$ cat src/core/rsptr_map.svh
/*
 * Register map for the signal strength, amplifier bias and trim register group.
 * Assumes an 8-bit register address and 8-bit data path from the serial front end.
 */
// Overview of operation
// Strength register read-only, top bits reserved zero
// Bit 5 flags strength value valid
// Low five bits hold strength, larger stronger
// One strength sample per receive entry
// Three-bit amplifier bias, larger gives more power
// Software should set bias to seven
// Software writes zeros to reserved bits
// Bit 6 set stops reference clock output
// Software disables clock output when unused
// Six-bit crystal load trim field
// Slope field: 11 wide, 10 narrow, 00 off
// Slope field write-only, reads undefined
// Software programs wide slope at start
// Self-clearing device reset restores all defaults
// Registers reached over serial register port
`ifndef RSPTR_MAP_SVH
`define RSPTR_MAP_SVH

// ****************************************
// Offsets
// ****************************************
`define RSPTR_ADDR_STRENGTH  8'h22
`define RSPTR_ADDR_BIAS      8'h23
`define RSPTR_ADDR_XTAL      8'h24
`define RSPTR_ADDR_SLOPE     8'h26

// ****************************************
// Field positions and reset values
// ****************************************
`define RSPTR_VALID_BIT      5
`define RSPTR_CLKDIS_BIT     6
`define RSPTR_SLOPE_LSB      6
`define RSPTR_RST_STRENGTH   8'h00
`define RSPTR_RST_BIAS       3'h0
`define RSPTR_RST_XTAL       7'h00
`define RSPTR_RST_SLOPE      2'h0
// Value returned for undefined slope bits and unmapped reads
`define RSPTR_READ_FILL      8'h00

`endif

$ cat src/core/rsptr_pkg.sv
/*
 * Types for the signal strength and trim register group.
 * Assumes nothing beyond a SystemVerilog compiler.
 */
package rsptr_pkg;

    // Register port request from the serial front end
    typedef struct packed {
        logic       wr;     // One-cycle write strobe
        logic       rd;     // One-cycle read strobe
        logic [7:0] addr;   // Register address
        logic [7:0] wdata;  // Write data
    } rsptr_req_t;

    // Oscillator slope setting
    typedef enum logic [1:0] {
        RSPTR_SLOPE_OFF    = 2'b00,
        RSPTR_SLOPE_RSVD   = 2'b01,
        RSPTR_SLOPE_NARROW = 2'b10,
        RSPTR_SLOPE_WIDE   = 2'b11
    } rsptr_slope_t;

    // Analog trim outputs
    typedef struct packed {
        logic [2:0]   amp_bias;     // Transmit amplifier bias
        logic [5:0]   xtal_trim;    // Crystal load trim
        logic         clk_out_en;   // Reference clock output enable
        logic         slope_en;     // Slope adjust active
        logic         slope_wide;   // Wide range when active
    } rsptr_trim_t;

endpackage

$ cat src/core/rsptr_sample.sv
/*
 * Strength sampler: captures one strength sample per entry into receive mode.
 * Assumes the analog strength value is synchronous to sys_clk.
 */
`timescale 1ns/1ns
`default_nettype none
`include "rsptr_map.svh"

module rsptr_sample (
    // Clock and reset
    input  wire logic       sys_clk,
    input  wire logic       rst_n,
    input  wire logic       soft_rst,
    // Receive mode and measurement
    input  wire logic       rx_mode,
    input  wire logic [4:0] strength_in,
    // Captured result
    output logic [5:0]      sample_q
);
    // ****************************************
    // Receive entry detect
    // ****************************************
    logic rx_mode_q;            // Previous receive mode
    wire  rx_entry = rx_mode & ~rx_mode_q;

    // Capture only on the entry edge; staying in receive never resamples
    always_ff @(posedge sys_clk or negedge rst_n)
    begin
        if (!rst_n)
        begin
            rx_mode_q <= 1'b0;
            sample_q  <= 6'h00;
        end
        else if (soft_rst)
        begin
            rx_mode_q <= 1'b0;
            sample_q  <= 6'h00;
        end
        else
        begin
            rx_mode_q <= rx_mode;
            if (rx_entry)
                sample_q <= {1'b1, strength_in};
        end
    end

    // A sample of the strength at entry is taken on every entry
    a_one_sample: assert property (@(posedge sys_clk) disable iff (!rst_n || soft_rst)
        rx_entry |=> (sample_q == {1'b1, $past(strength_in)}))
        else $error("strength not captured on receive entry");
endmodule
`default_nettype wire

$ cat src/core/rsptr_regs.sv
/*
 * Register group: signal strength status, transmit amplifier bias,
 * crystal trim with reference clock disable, and oscillator slope.
 * Assumes the serial front end presents decoded one-cycle read and write strobes
 * synchronous to sys_clk, and samples read data in the cycle after a read strobe.
 */
`timescale 1ns/1ns
`default_nettype none
`include "rsptr_map.svh"

module rsptr_regs
    import rsptr_pkg::*;
(
    // Clock and reset
    input  wire logic       sys_clk,
    input  wire logic       rst_n,
    // Self-clearing device reset pulse from the analog control register
    input  wire logic       soft_rst,
    // Register port
    input  var  rsptr_pkg::rsptr_req_t req,
    output logic [7:0]      rdata_q,
    // Receiver status
    input  wire logic       rx_mode,
    input  wire logic [4:0] strength_in,
    // Analog controls
    output rsptr_pkg::rsptr_trim_t trim_q,
    output logic            ref_clock_out_pin
);
    import rsptr_pkg::*;

    // ****************************************
    // Storage
    // ****************************************
    logic [2:0]   bias_q;       // Amplifier bias field
    logic [6:0]   xtal_q;       // Clock disable and load trim
    rsptr_slope_t slope_q;      // Write-only slope field
    logic [5:0]   sample;       // Valid flag and strength
    logic         ref_clk_q;    // Divided reference clock source
    // The strength register lives in the sampler; no write path reaches it

    // ****************************************
    // Decode
    // ****************************************
    wire hit_bias  = req.addr == `RSPTR_ADDR_BIAS;
    wire hit_xtal  = req.addr == `RSPTR_ADDR_XTAL;
    wire hit_slope = req.addr == `RSPTR_ADDR_SLOPE;
    wire hit_str   = req.addr == `RSPTR_ADDR_STRENGTH;
    // No register answers: reads return the fill value, writes are dropped
    wire hit_none  = ~(hit_bias | hit_xtal | hit_slope | hit_str);

    // Writes to the strength address are dropped: it is read-only
    wire wr_bias  = req.wr & hit_bias;
    wire wr_xtal  = req.wr & hit_xtal;
    wire wr_slope = req.wr & hit_slope;

    // Read mux; slope bits are undefined and read as fill value
    wire [7:0] rd_mux =
        hit_str   ? {2'b00, sample}      :
        hit_bias  ? {5'b00000, bias_q}   :
        hit_xtal  ? {1'b0, xtal_q}       :
        hit_slope ? `RSPTR_READ_FILL     :
                    `RSPTR_READ_FILL;

    // ****************************************
    // Strength capture
    // ****************************************
    rsptr_sample u_sample (
        .sys_clk     (sys_clk),
        .rst_n       (rst_n),
        .soft_rst    (soft_rst),
        .rx_mode     (rx_mode),
        .strength_in (strength_in),
        .sample_q    (sample)
    );

    // ****************************************
    // Writable registers
    // ****************************************
    // Soft reset wins over a write in the same cycle
    always_ff @(posedge sys_clk or negedge rst_n)
    begin
        if (!rst_n)
        begin
            bias_q  <= `RSPTR_RST_BIAS;
            xtal_q  <= `RSPTR_RST_XTAL;
            slope_q <= RSPTR_SLOPE_OFF;
        end
        else if (soft_rst)
        begin
            bias_q  <= `RSPTR_RST_BIAS;
            xtal_q  <= `RSPTR_RST_XTAL;
            slope_q <= RSPTR_SLOPE_OFF;
        end
        else
        begin
            if (wr_bias)
                bias_q <= req.wdata[2:0];
            if (wr_xtal)
                xtal_q <= req.wdata[6:0];
            if (wr_slope)
                slope_q <= rsptr_slope_t'(req.wdata[7:`RSPTR_SLOPE_LSB]);
        end
    end

    // ****************************************
    // Read data and trim outputs
    // ****************************************
    // Read data is loaded only by a read strobe, so it stands until the
    // next read and the serial side may shift it out at its own pace
    always_ff @(posedge sys_clk or negedge rst_n)
    begin
        if (!rst_n)
            rdata_q <= 8'h00;
        else if (req.rd)
            rdata_q <= rd_mux;
    end

    // Reserved slope code 01 is treated as off to stay safe
    always_ff @(posedge sys_clk or negedge rst_n)
    begin
        if (!rst_n)
            trim_q <= '0;
        else
        begin
            trim_q.amp_bias   <= bias_q;
            trim_q.xtal_trim  <= xtal_q[5:0];
            trim_q.clk_out_en <= ~xtal_q[`RSPTR_CLKDIS_BIT];
            trim_q.slope_en   <= slope_q[1];
            trim_q.slope_wide <= slope_q == RSPTR_SLOPE_WIDE;
        end
    end

    // ****************************************
    // Reference clock output
    // ****************************************
    // Half-rate toggle stands in for the buffered reference; held low when disabled
    always_ff @(posedge sys_clk or negedge rst_n)
    begin
        if (!rst_n)
            ref_clk_q <= 1'b0;
        else
            ref_clk_q <= ~ref_clk_q;
    end

    always_ff @(posedge sys_clk or negedge rst_n)
    begin
        if (!rst_n)
            ref_clock_out_pin <= 1'b0;
        else
            ref_clock_out_pin <= ref_clk_q & ~xtal_q[`RSPTR_CLKDIS_BIT];
    end

    // ****************************************
    // Checks
    // ****************************************
    a_strength_ro: assert property (@(posedge sys_clk) disable iff (!rst_n)
        (req.rd && hit_str) |=> (rdata_q[7:6] == 2'b00))
        else $error("strength reserved bits not zero");

    a_valid_flag: assert property (@(posedge sys_clk) disable iff (!rst_n)
        (req.rd && hit_str) |=> (rdata_q[5:0] == $past(sample)))
        else $error("strength read data wrong");

    a_bias_write: assert property (@(posedge sys_clk) disable iff (!rst_n)
        (wr_bias && !soft_rst) |=> ##1 (trim_q.amp_bias == $past(req.wdata[2:0], 2)))
        else $error("bias not applied");

    a_clk_disable: assert property (@(posedge sys_clk) disable iff (!rst_n)
        xtal_q[`RSPTR_CLKDIS_BIT] && $past(xtal_q[`RSPTR_CLKDIS_BIT]) |-> !ref_clock_out_pin)
        else $error("reference clock driven while disabled");

    a_xtal_trim: assert property (@(posedge sys_clk) disable iff (!rst_n)
        (wr_xtal && !soft_rst) |=> ##1 (trim_q.xtal_trim == $past(req.wdata[5:0], 2)))
        else $error("crystal trim not applied");

    a_slope_wide: assert property (@(posedge sys_clk) disable iff (!rst_n)
        (wr_slope && !soft_rst && req.wdata[7:6] == 2'b11) |=> ##1
        (trim_q.slope_en && trim_q.slope_wide))
        else $error("wide slope not decoded");

    a_slope_hidden: assert property (@(posedge sys_clk) disable iff (!rst_n)
        (req.rd && hit_slope) |=> (rdata_q == `RSPTR_READ_FILL))
        else $error("slope field leaked on read");

    a_soft_reset: assert property (@(posedge sys_clk) disable iff (!rst_n)
        soft_rst |=> (bias_q == 3'h0 && xtal_q == 7'h00 && slope_q == RSPTR_SLOPE_OFF
        && sample == 6'h00))
        else $error("soft reset left a register set");

    // A device reset clears the sample legitimately, so it is left out here
    a_ro_write: assert property (@(posedge sys_clk) disable iff (!rst_n)
        (req.wr && hit_str && !rx_mode && !soft_rst) |=> $stable(sample))
        else $error("write changed strength register");

    // ****************************************
    // Read-back and decode checks
    // ****************************************
    // Read data must come from the stored field, not from the write path
    a_bias_read: assert property (@(posedge sys_clk) disable iff (!rst_n)
        (req.rd && hit_bias) |=> (rdata_q == {5'h00, $past(bias_q)}))
        else $error("bias read-back wrong");

    a_xtal_read: assert property (@(posedge sys_clk) disable iff (!rst_n)
        (req.rd && hit_xtal) |=> (rdata_q == {1'b0, $past(xtal_q)}))
        else $error("crystal trim read-back wrong");

    // Unmapped addresses must not alias onto a real register
    a_unmapped_read: assert property (@(posedge sys_clk) disable iff (!rst_n)
        (req.rd && hit_none) |=> (rdata_q == `RSPTR_READ_FILL))
        else $error("unmapped read returned data");

    // Narrow code enables the adjust without the wide range
    a_slope_narrow: assert property (@(posedge sys_clk) disable iff (!rst_n)
        (wr_slope && !soft_rst && req.wdata[7:6] == 2'b10) |=> ##1
        (trim_q.slope_en && !trim_q.slope_wide))
        else $error("narrow slope not decoded");

    // Off and reserved codes both leave the adjust idle
    a_slope_off: assert property (@(posedge sys_clk) disable iff (!rst_n)
        (wr_slope && !soft_rst && !req.wdata[7]) |=> ##1
        (!trim_q.slope_en && !trim_q.slope_wide))
        else $error("slope adjust active for off code");

    // An enabled pin must toggle; a pin stuck low would pass the disable check
    a_clk_toggle: assert property (@(posedge sys_clk) disable iff (!rst_n)
        (trim_q.clk_out_en && $past(trim_q.clk_out_en))
        |-> (ref_clock_out_pin != $past(ref_clock_out_pin)))
        else $error("reference clock not toggling while enabled");
endmodule
`default_nettype wire

$ cat config.mk
export PLATFORM = sky130hd
export DESIGN_NAME = rsptr_regs
export DESIGN_NICKNAME = d
export VERILOG_FILES = /design/src/core/rsptr_pkg.sv /design/src/core/rsptr_sample.sv /design/src/core/rsptr_regs.sv
export VERILOG_INCLUDE_DIRS = /design/src /design/src/core
export SDC_FILE = /design/constraint.sdc
export NUM_CORES = 1
export LEC_CHECK = 0
export BUFFER_PORTS_ARGS = -buffer_cell sky130_fd_sc_hd__buf_2
export CAP_MARGIN = 20
export CORE_MARGIN = 2
export CORE_UTILIZATION = 45
export DETAILED_ROUTE_END_ITERATION = 6
export PLACE_DENSITY_LB_ADDON = 0.08
export SLEW_MARGIN = 20
export SYNTH_ARGS = -nofsm -noshare
export SYNTH_HDL_FRONTEND = slang
export SYNTH_SLANG_ARGS = --single-unit
$ cat constraint.sdc
create_clock -name sys_clk -period 3.4 [get_ports sys_clk]
set_input_delay 0.17 -clock sys_clk [delete_from_list [all_inputs] [get_ports sys_clk]]
set_output_delay 0.17 -clock sys_clk [all_outputs]
set_load 0.005 [all_outputs]
### Word level (Yosys, flattened, before mapping)

Cells that the tools add are included.

* add/subtract/negate cells: 0
* multiply operators: 0
* div/mod/pow operators: 0
* magnitude comparators: 0
* equal/unequal tests: 5
* shift operators: 0
* muxes and demuxes: 12
* bitwise logic cells: 8
* reductions and logical operators: 4

Operator list (number)
* 7-bit two-way mux: 5
* 8-bit by 6-bit equality test with 1-bit output (second input constant): 4
* 6-bit two-way mux: 2
* 2-bit nonzero test: 4
* 3-bit two-way mux: 2
* 1-bit AND: 5
* 2-bit two-way mux: 2
* 1-bit inverter: 3
* 2-bit equality test (second input constant): 1
* 1-bit two-way mux: 1

* register bits after elaboration: 41
* bits in latches: 0
* memory bits (writable): 0
* bits in read-only memories: 0
* input bits: 27
* memories: 0

### Logic depth before layout (Yosys ltp)

* depth in word-level cells: 4
* mapped depth: 4
* gate-level depth less buffers: 3

### By module

Synthesis repeated with hierarchy kept, for this count alone.

* cell total of the unflattened synthesis: 138
* area total of the unflattened synthesis: 1717.9 sq um

Modules (own cells, without submodules)
* rsptr_regs: times used 1, cells an instance 112, area an instance 1398.8 sq um
* rsptr_sample: times used 1, cells an instance 26, area an instance 319.1 sq um

### Least setup slack after synthesis

OpenSTA, ideal clock, no wires.

* kind: input to register
* start point: input port req[12] (netlist name)
* end point: register bias_q[0]
* library setup time: 0.079 ns
* arrival time: 1.021 ns
* data required time: 3.321 ns
* slack: 2.300 ns
* stages on the path: 4
* path through: nor4b_4 and4b_2 buf_6 mux2i_1

* word-level cells in the longest chain between the ends: 3

Ends and longest elaborated chain
* start, declared: RTL line rsptr_regs.sv:20 `input var rsptr_pkg::rsptr_req_t req,`
* 8-bit by 6-bit equality test with 1-bit output (no source line)
* 1-bit AND: RTL line rsptr_regs.sv:52 `wire wr_bias = req.wr & hit_bias;`
* 2-bit nonzero test (no source line)
* end signal, assigned: RTL line rsptr_regs.sv:84 `` bias_q <= `RSPTR_RST_BIAS; ``
* end signal, assigned: RTL line rsptr_regs.sv:90 `` bias_q <= `RSPTR_RST_BIAS; ``
* end signal, assigned: RTL line rsptr_regs.sv:97 `bias_q <= req.wdata[2:0];`
* end, declared: RTL line rsptr_regs.sv:34 `logic [2:0] bias_q;`

Every way passes these cells.
A chain may end at the register's enable or synchronous reset.

### Final worst setup path

* start point: register u_sample.rx_mode_q
* end point: register u_sample.sample_q[0]

* word-level cells in the longest chain between the ends: 3

Ends and longest elaborated chain
* start, declared: RTL line rsptr_sample.sv:23 `logic rx_mode_q;`
* start signal, assigned: RTL line rsptr_sample.sv:41 `rx_mode_q <= rx_mode;`
* 1-bit inverter: RTL line rsptr_sample.sv:24 `wire rx_entry = rx_mode & ~rx_mode_q;`
* 1-bit AND: RTL line rsptr_sample.sv:24
* 2-bit nonzero test (no source line)
* end signal, assigned: RTL line rsptr_sample.sv:43 `sample_q <= {1'b1, strength_in};`
* end, declared: RTL line rsptr_sample.sv:18 `output logic [5:0] sample_q`

Every way passes these cells.

==> impl_metrics.json <==
{
  "outcome": "finished with violations",
  "violations": "negative hold slack",
  "min_period_ps": 1282,
  "endpoint_kind": "flip-flop",
  "clock_skew_ps": 3.785,
  "drtIter0Drc": 104,
  "maxCapViolations": 0,
  "fmax_mhz": 779.9,
  "fp.dieW_microns": 65.31,
  "intPower_uw": 765.6,
  "final_antenna_net_count": 0,
  "path_clk_slew_ps": 70,
  "tns_ps": 0,
  "setup_viol": 0,
  "slew_headroom": 0.4183,
  "placed_area_sq_um": 1933,
  "setup_ws_ps": 2118,
  "die-area_sq_um": 4265,
  "row_count": 22,
  "synth_area_per_cell_sq_um": 12.53,
  "first_global_vias": 1157,
  "viasPerCell": 4.943,
  "place_congestion": 0.7128,
  "peakVddDrop_uv": 307.6,
  "grtUsageTotal": 0.1724,
  "pwr-share-clk": 0.432,
  "cts_resized": 0,
  "crit_slowest_cell": "nor2b_1",
  "crit_path_max_fanout": 6,
  "power.sequential.fraction": 0.505,
  "combPwrFrac": 0.063,
  "clk_latency_ps": 290,
  "power_density_nw_per_um2": 464.9,
  "whs_ps": -1.657,
  "initial_core_util": 0.4656,
  "synth-seq-cells": 40,
  "synth_nets": 162,
  "p_switching_uw": 191.8,
  "drc": 0,
  "root_buffer": "clkbuf_8",
  "cellLeakagePower_nw": 1.028,
  "num-fill-cells": 341,
  "dp_slack_ps": 1961,
  "cts_buffers": 5,
  "core_region_area_sq_um": 3633,
  "overflow": 0,
  "synth_cells": 135,
  "grt_pass1_wl_microns": 5313,
  "final_area_sq_um": 2059,
  "io_buffers": 46,
  "htree_num_levels": 2,
  "via_count": 1132,
  "clkSinkCount": 40,
  "sw_frac_of_total": 0.2003,
  "synth_cell_types": 23,
  "fin_nets": 207,
  "chipHeight_microns": 65.31,
  "required_ps": 3560,
  "drive_gt1_frac": 0.3315,
  "rsz0062_at_grt": "false",
  "cp_top_family": "simple AND/OR/NAND/NOR gates",
  "synth.yosys.seq_area_share": 0.5917,
  "hold_viol": 12,
  "min-delay-path-class": "in2async",
  "cts_tree": "done",
  "postCtsHoldBufs": 0,
  "tightest_slew_ps": 872.5,
  "yosysWarnings": 0,
  "io_pins": 48,
  "syn_to_final_growth_pct": 21.75,
  "crit_type": "reg2reg",
  "cpPeakStageDelay_ps": 480,
  "start_kind": "flip-flop",
  "power.total_uw": 957.4,
  "post_cts_buffers": 0,
  "min_period_over_period": 0.3771,
  "diodes": 0,
  "crit_buf_inv": 0,
  "antenna_found_initial": 0,
  "critical_path_arrival_ps": 1450,
  "wirelength_microns": 3249,
  "detail_route.wl_per_cell_microns": 14.19,
  "crit_chain": "nor2b_1, mux2i_1, nor2_1",
  "synthesis.area_sq_um": 1692,
  "slew_viol_final": 0,
  "cts.path.max_buffers": 2,
  "drt-pass1-iter-count": 4,
  "hpwl_microns": 2412,
  "grt_max_degree": 41
}
[state kept, by name, indices dropped and copies added (netlist names)]
signal,count
slope_q,2
xtal_q,7
rdata_q,7
trim_q,12
ref_clock_out_pin,1
ref_clk_q,1
u_sample.rx_mode_q,1
u_sample.sample_q,6
bias_q,3
[power by group through the flow]
| stage | sequential, mW | clock, mW | combinational (mW) |
|---|---|---|---|
| 2_1_floorplan | 0.492 | 0 | 0.0285 |
| 3_3_place_gp | 0.493 | 0 | 0.0595 |
| 3_5_place_dp | 0.493 | 0 | 0.0611 |
| 4_1_cts | 0.483 | 0.424 | 0.0614 |
| 5_1_grt | 0.484 | 0.454 | 0.0667 |
| 6_report | 0.484 | 0.414 | 0.0600 |
[logic make-up after synthesis]
family | after synthesis | synth area share
AO/OA/AOI/OAI | 13 | 0.05695
buffers and inverters | 14 | 0.04216
flip-flops | 40 | 0.5917
multiplexers | 17 | 0.1006
other | 1 | 0.002217
AND/OR/NAND/NOR | 50 | 0.2064
[final cells by class]
type / count / area (sq um) / share of cell area
repair buffers: 46 / 230.2 / 0.1118
flip-flops and latches: 40 / 1001 / 0.4860
clock buffers: 7 / 96.34 / 0.04678
clock inverters: 1 / 30.03 / 0.01458
multi-input cells: 81 / 619.3 / 0.3007
inverters: 6 / 22.52 / 0.01094
well taps: 48 / 60.06 / 0.02916
[Yosys cell counts]
library cell,instances,area (sq um)
and2_1,1,6.260
conb_1,1,3.750
nor2_1,8,30.03
and3_1,2,12.51
a22oi_1,6,45.04
nor2b_1,2,12.51
buf_6,2,22.52
and3b_2,1,10.01
nand2b_1,23,143.9
inv_1,6,22.52
nor3b_1,1,7.510
nand3_1,1,5.000
nand2_1,5,18.77
mux2i_1,17,170.2
dfrtp_1,40,1001
nand3b_1,1,7.510
and4bb_2,1,12.51
o221ai_1,3,26.28
clkbuf_1,5,18.77
and4b_2,1,11.26
nor4b_4,3,71.32
o22ai_1,4,25.02
buf_4,1,7.510
[per-layer routing]
| layer | global-route usage | wire length, microns |
|---|---|---|
| met5 | 0 | 0 |
| met4 | 0.05469 | 38 |
| met3 | 0.07363 | 237 |
| met2 | 0.2691 | 1555 |
| met1 | 0.2169 | 1418 |
[final timing paths]
check                                              from                          endpoint  slack (ps)  cells past startpoint
hold / removal                                    rst_n  u_sample.sample_q[4]$_DFFE_PN0P_          -2                      1
min in group sys_clk                            rx_mode      u_sample.rx_mode_q$_DFF_PN0_         130                      2
setup reg to reg           u_sample.rx_mode_q$_DFF_PN0_  u_sample.sample_q[0]$_DFFE_PN0P_        2120                      3
setup / recovery           u_sample.rx_mode_q$_DFF_PN0_  u_sample.sample_q[0]$_DFFE_PN0P_        2120                      3
hold reg to reg                  slope_q[1]$_DFFE_PN0P_               trim_q[1]$_DFF_PN0_         400                      0
max in group asynchronous                         rst_n               trim_q[9]$_DFF_PN0_        2860                      1
[cell usage in the layout (no fill, tap or decap), types with 2 or more instances in the layout]
| cell | instances |
|---|---|
| nor2_1 | 8 |
| inv_1 | 6 |
| o22ai_1 | 4 |
| dfrtp_1 | 40 |
| nor2b_1 | 2 |
| nor4b_4 | 3 |
| nand2b_1 | 23 |
| mux2i_1 | 17 |
| nand2_1 | 5 |
| buf_2 | 46 |
| a22oi_1 | 6 |
| and3_1 | 2 |
| o221ai_1 | 3 |
| clkbuf_8 | 7 |
[per-stage QoR]
step | hold WS (ps) | utilization | std cells
2_1_floorplan | -125.6 | - | 135
3_3_place_gp | 322.4 | 0.5320 | 221
3_5_place_dp | 328.4 | 0.5320 | 221
4_1_cts | 14.21 | 0.5668 | 229
5_1_grt | 45.08 | 0.5668 | 229
6_report | -1.657 | 0.5668 | 229
No activity file was read; power rests on OpenSTA's default activity.
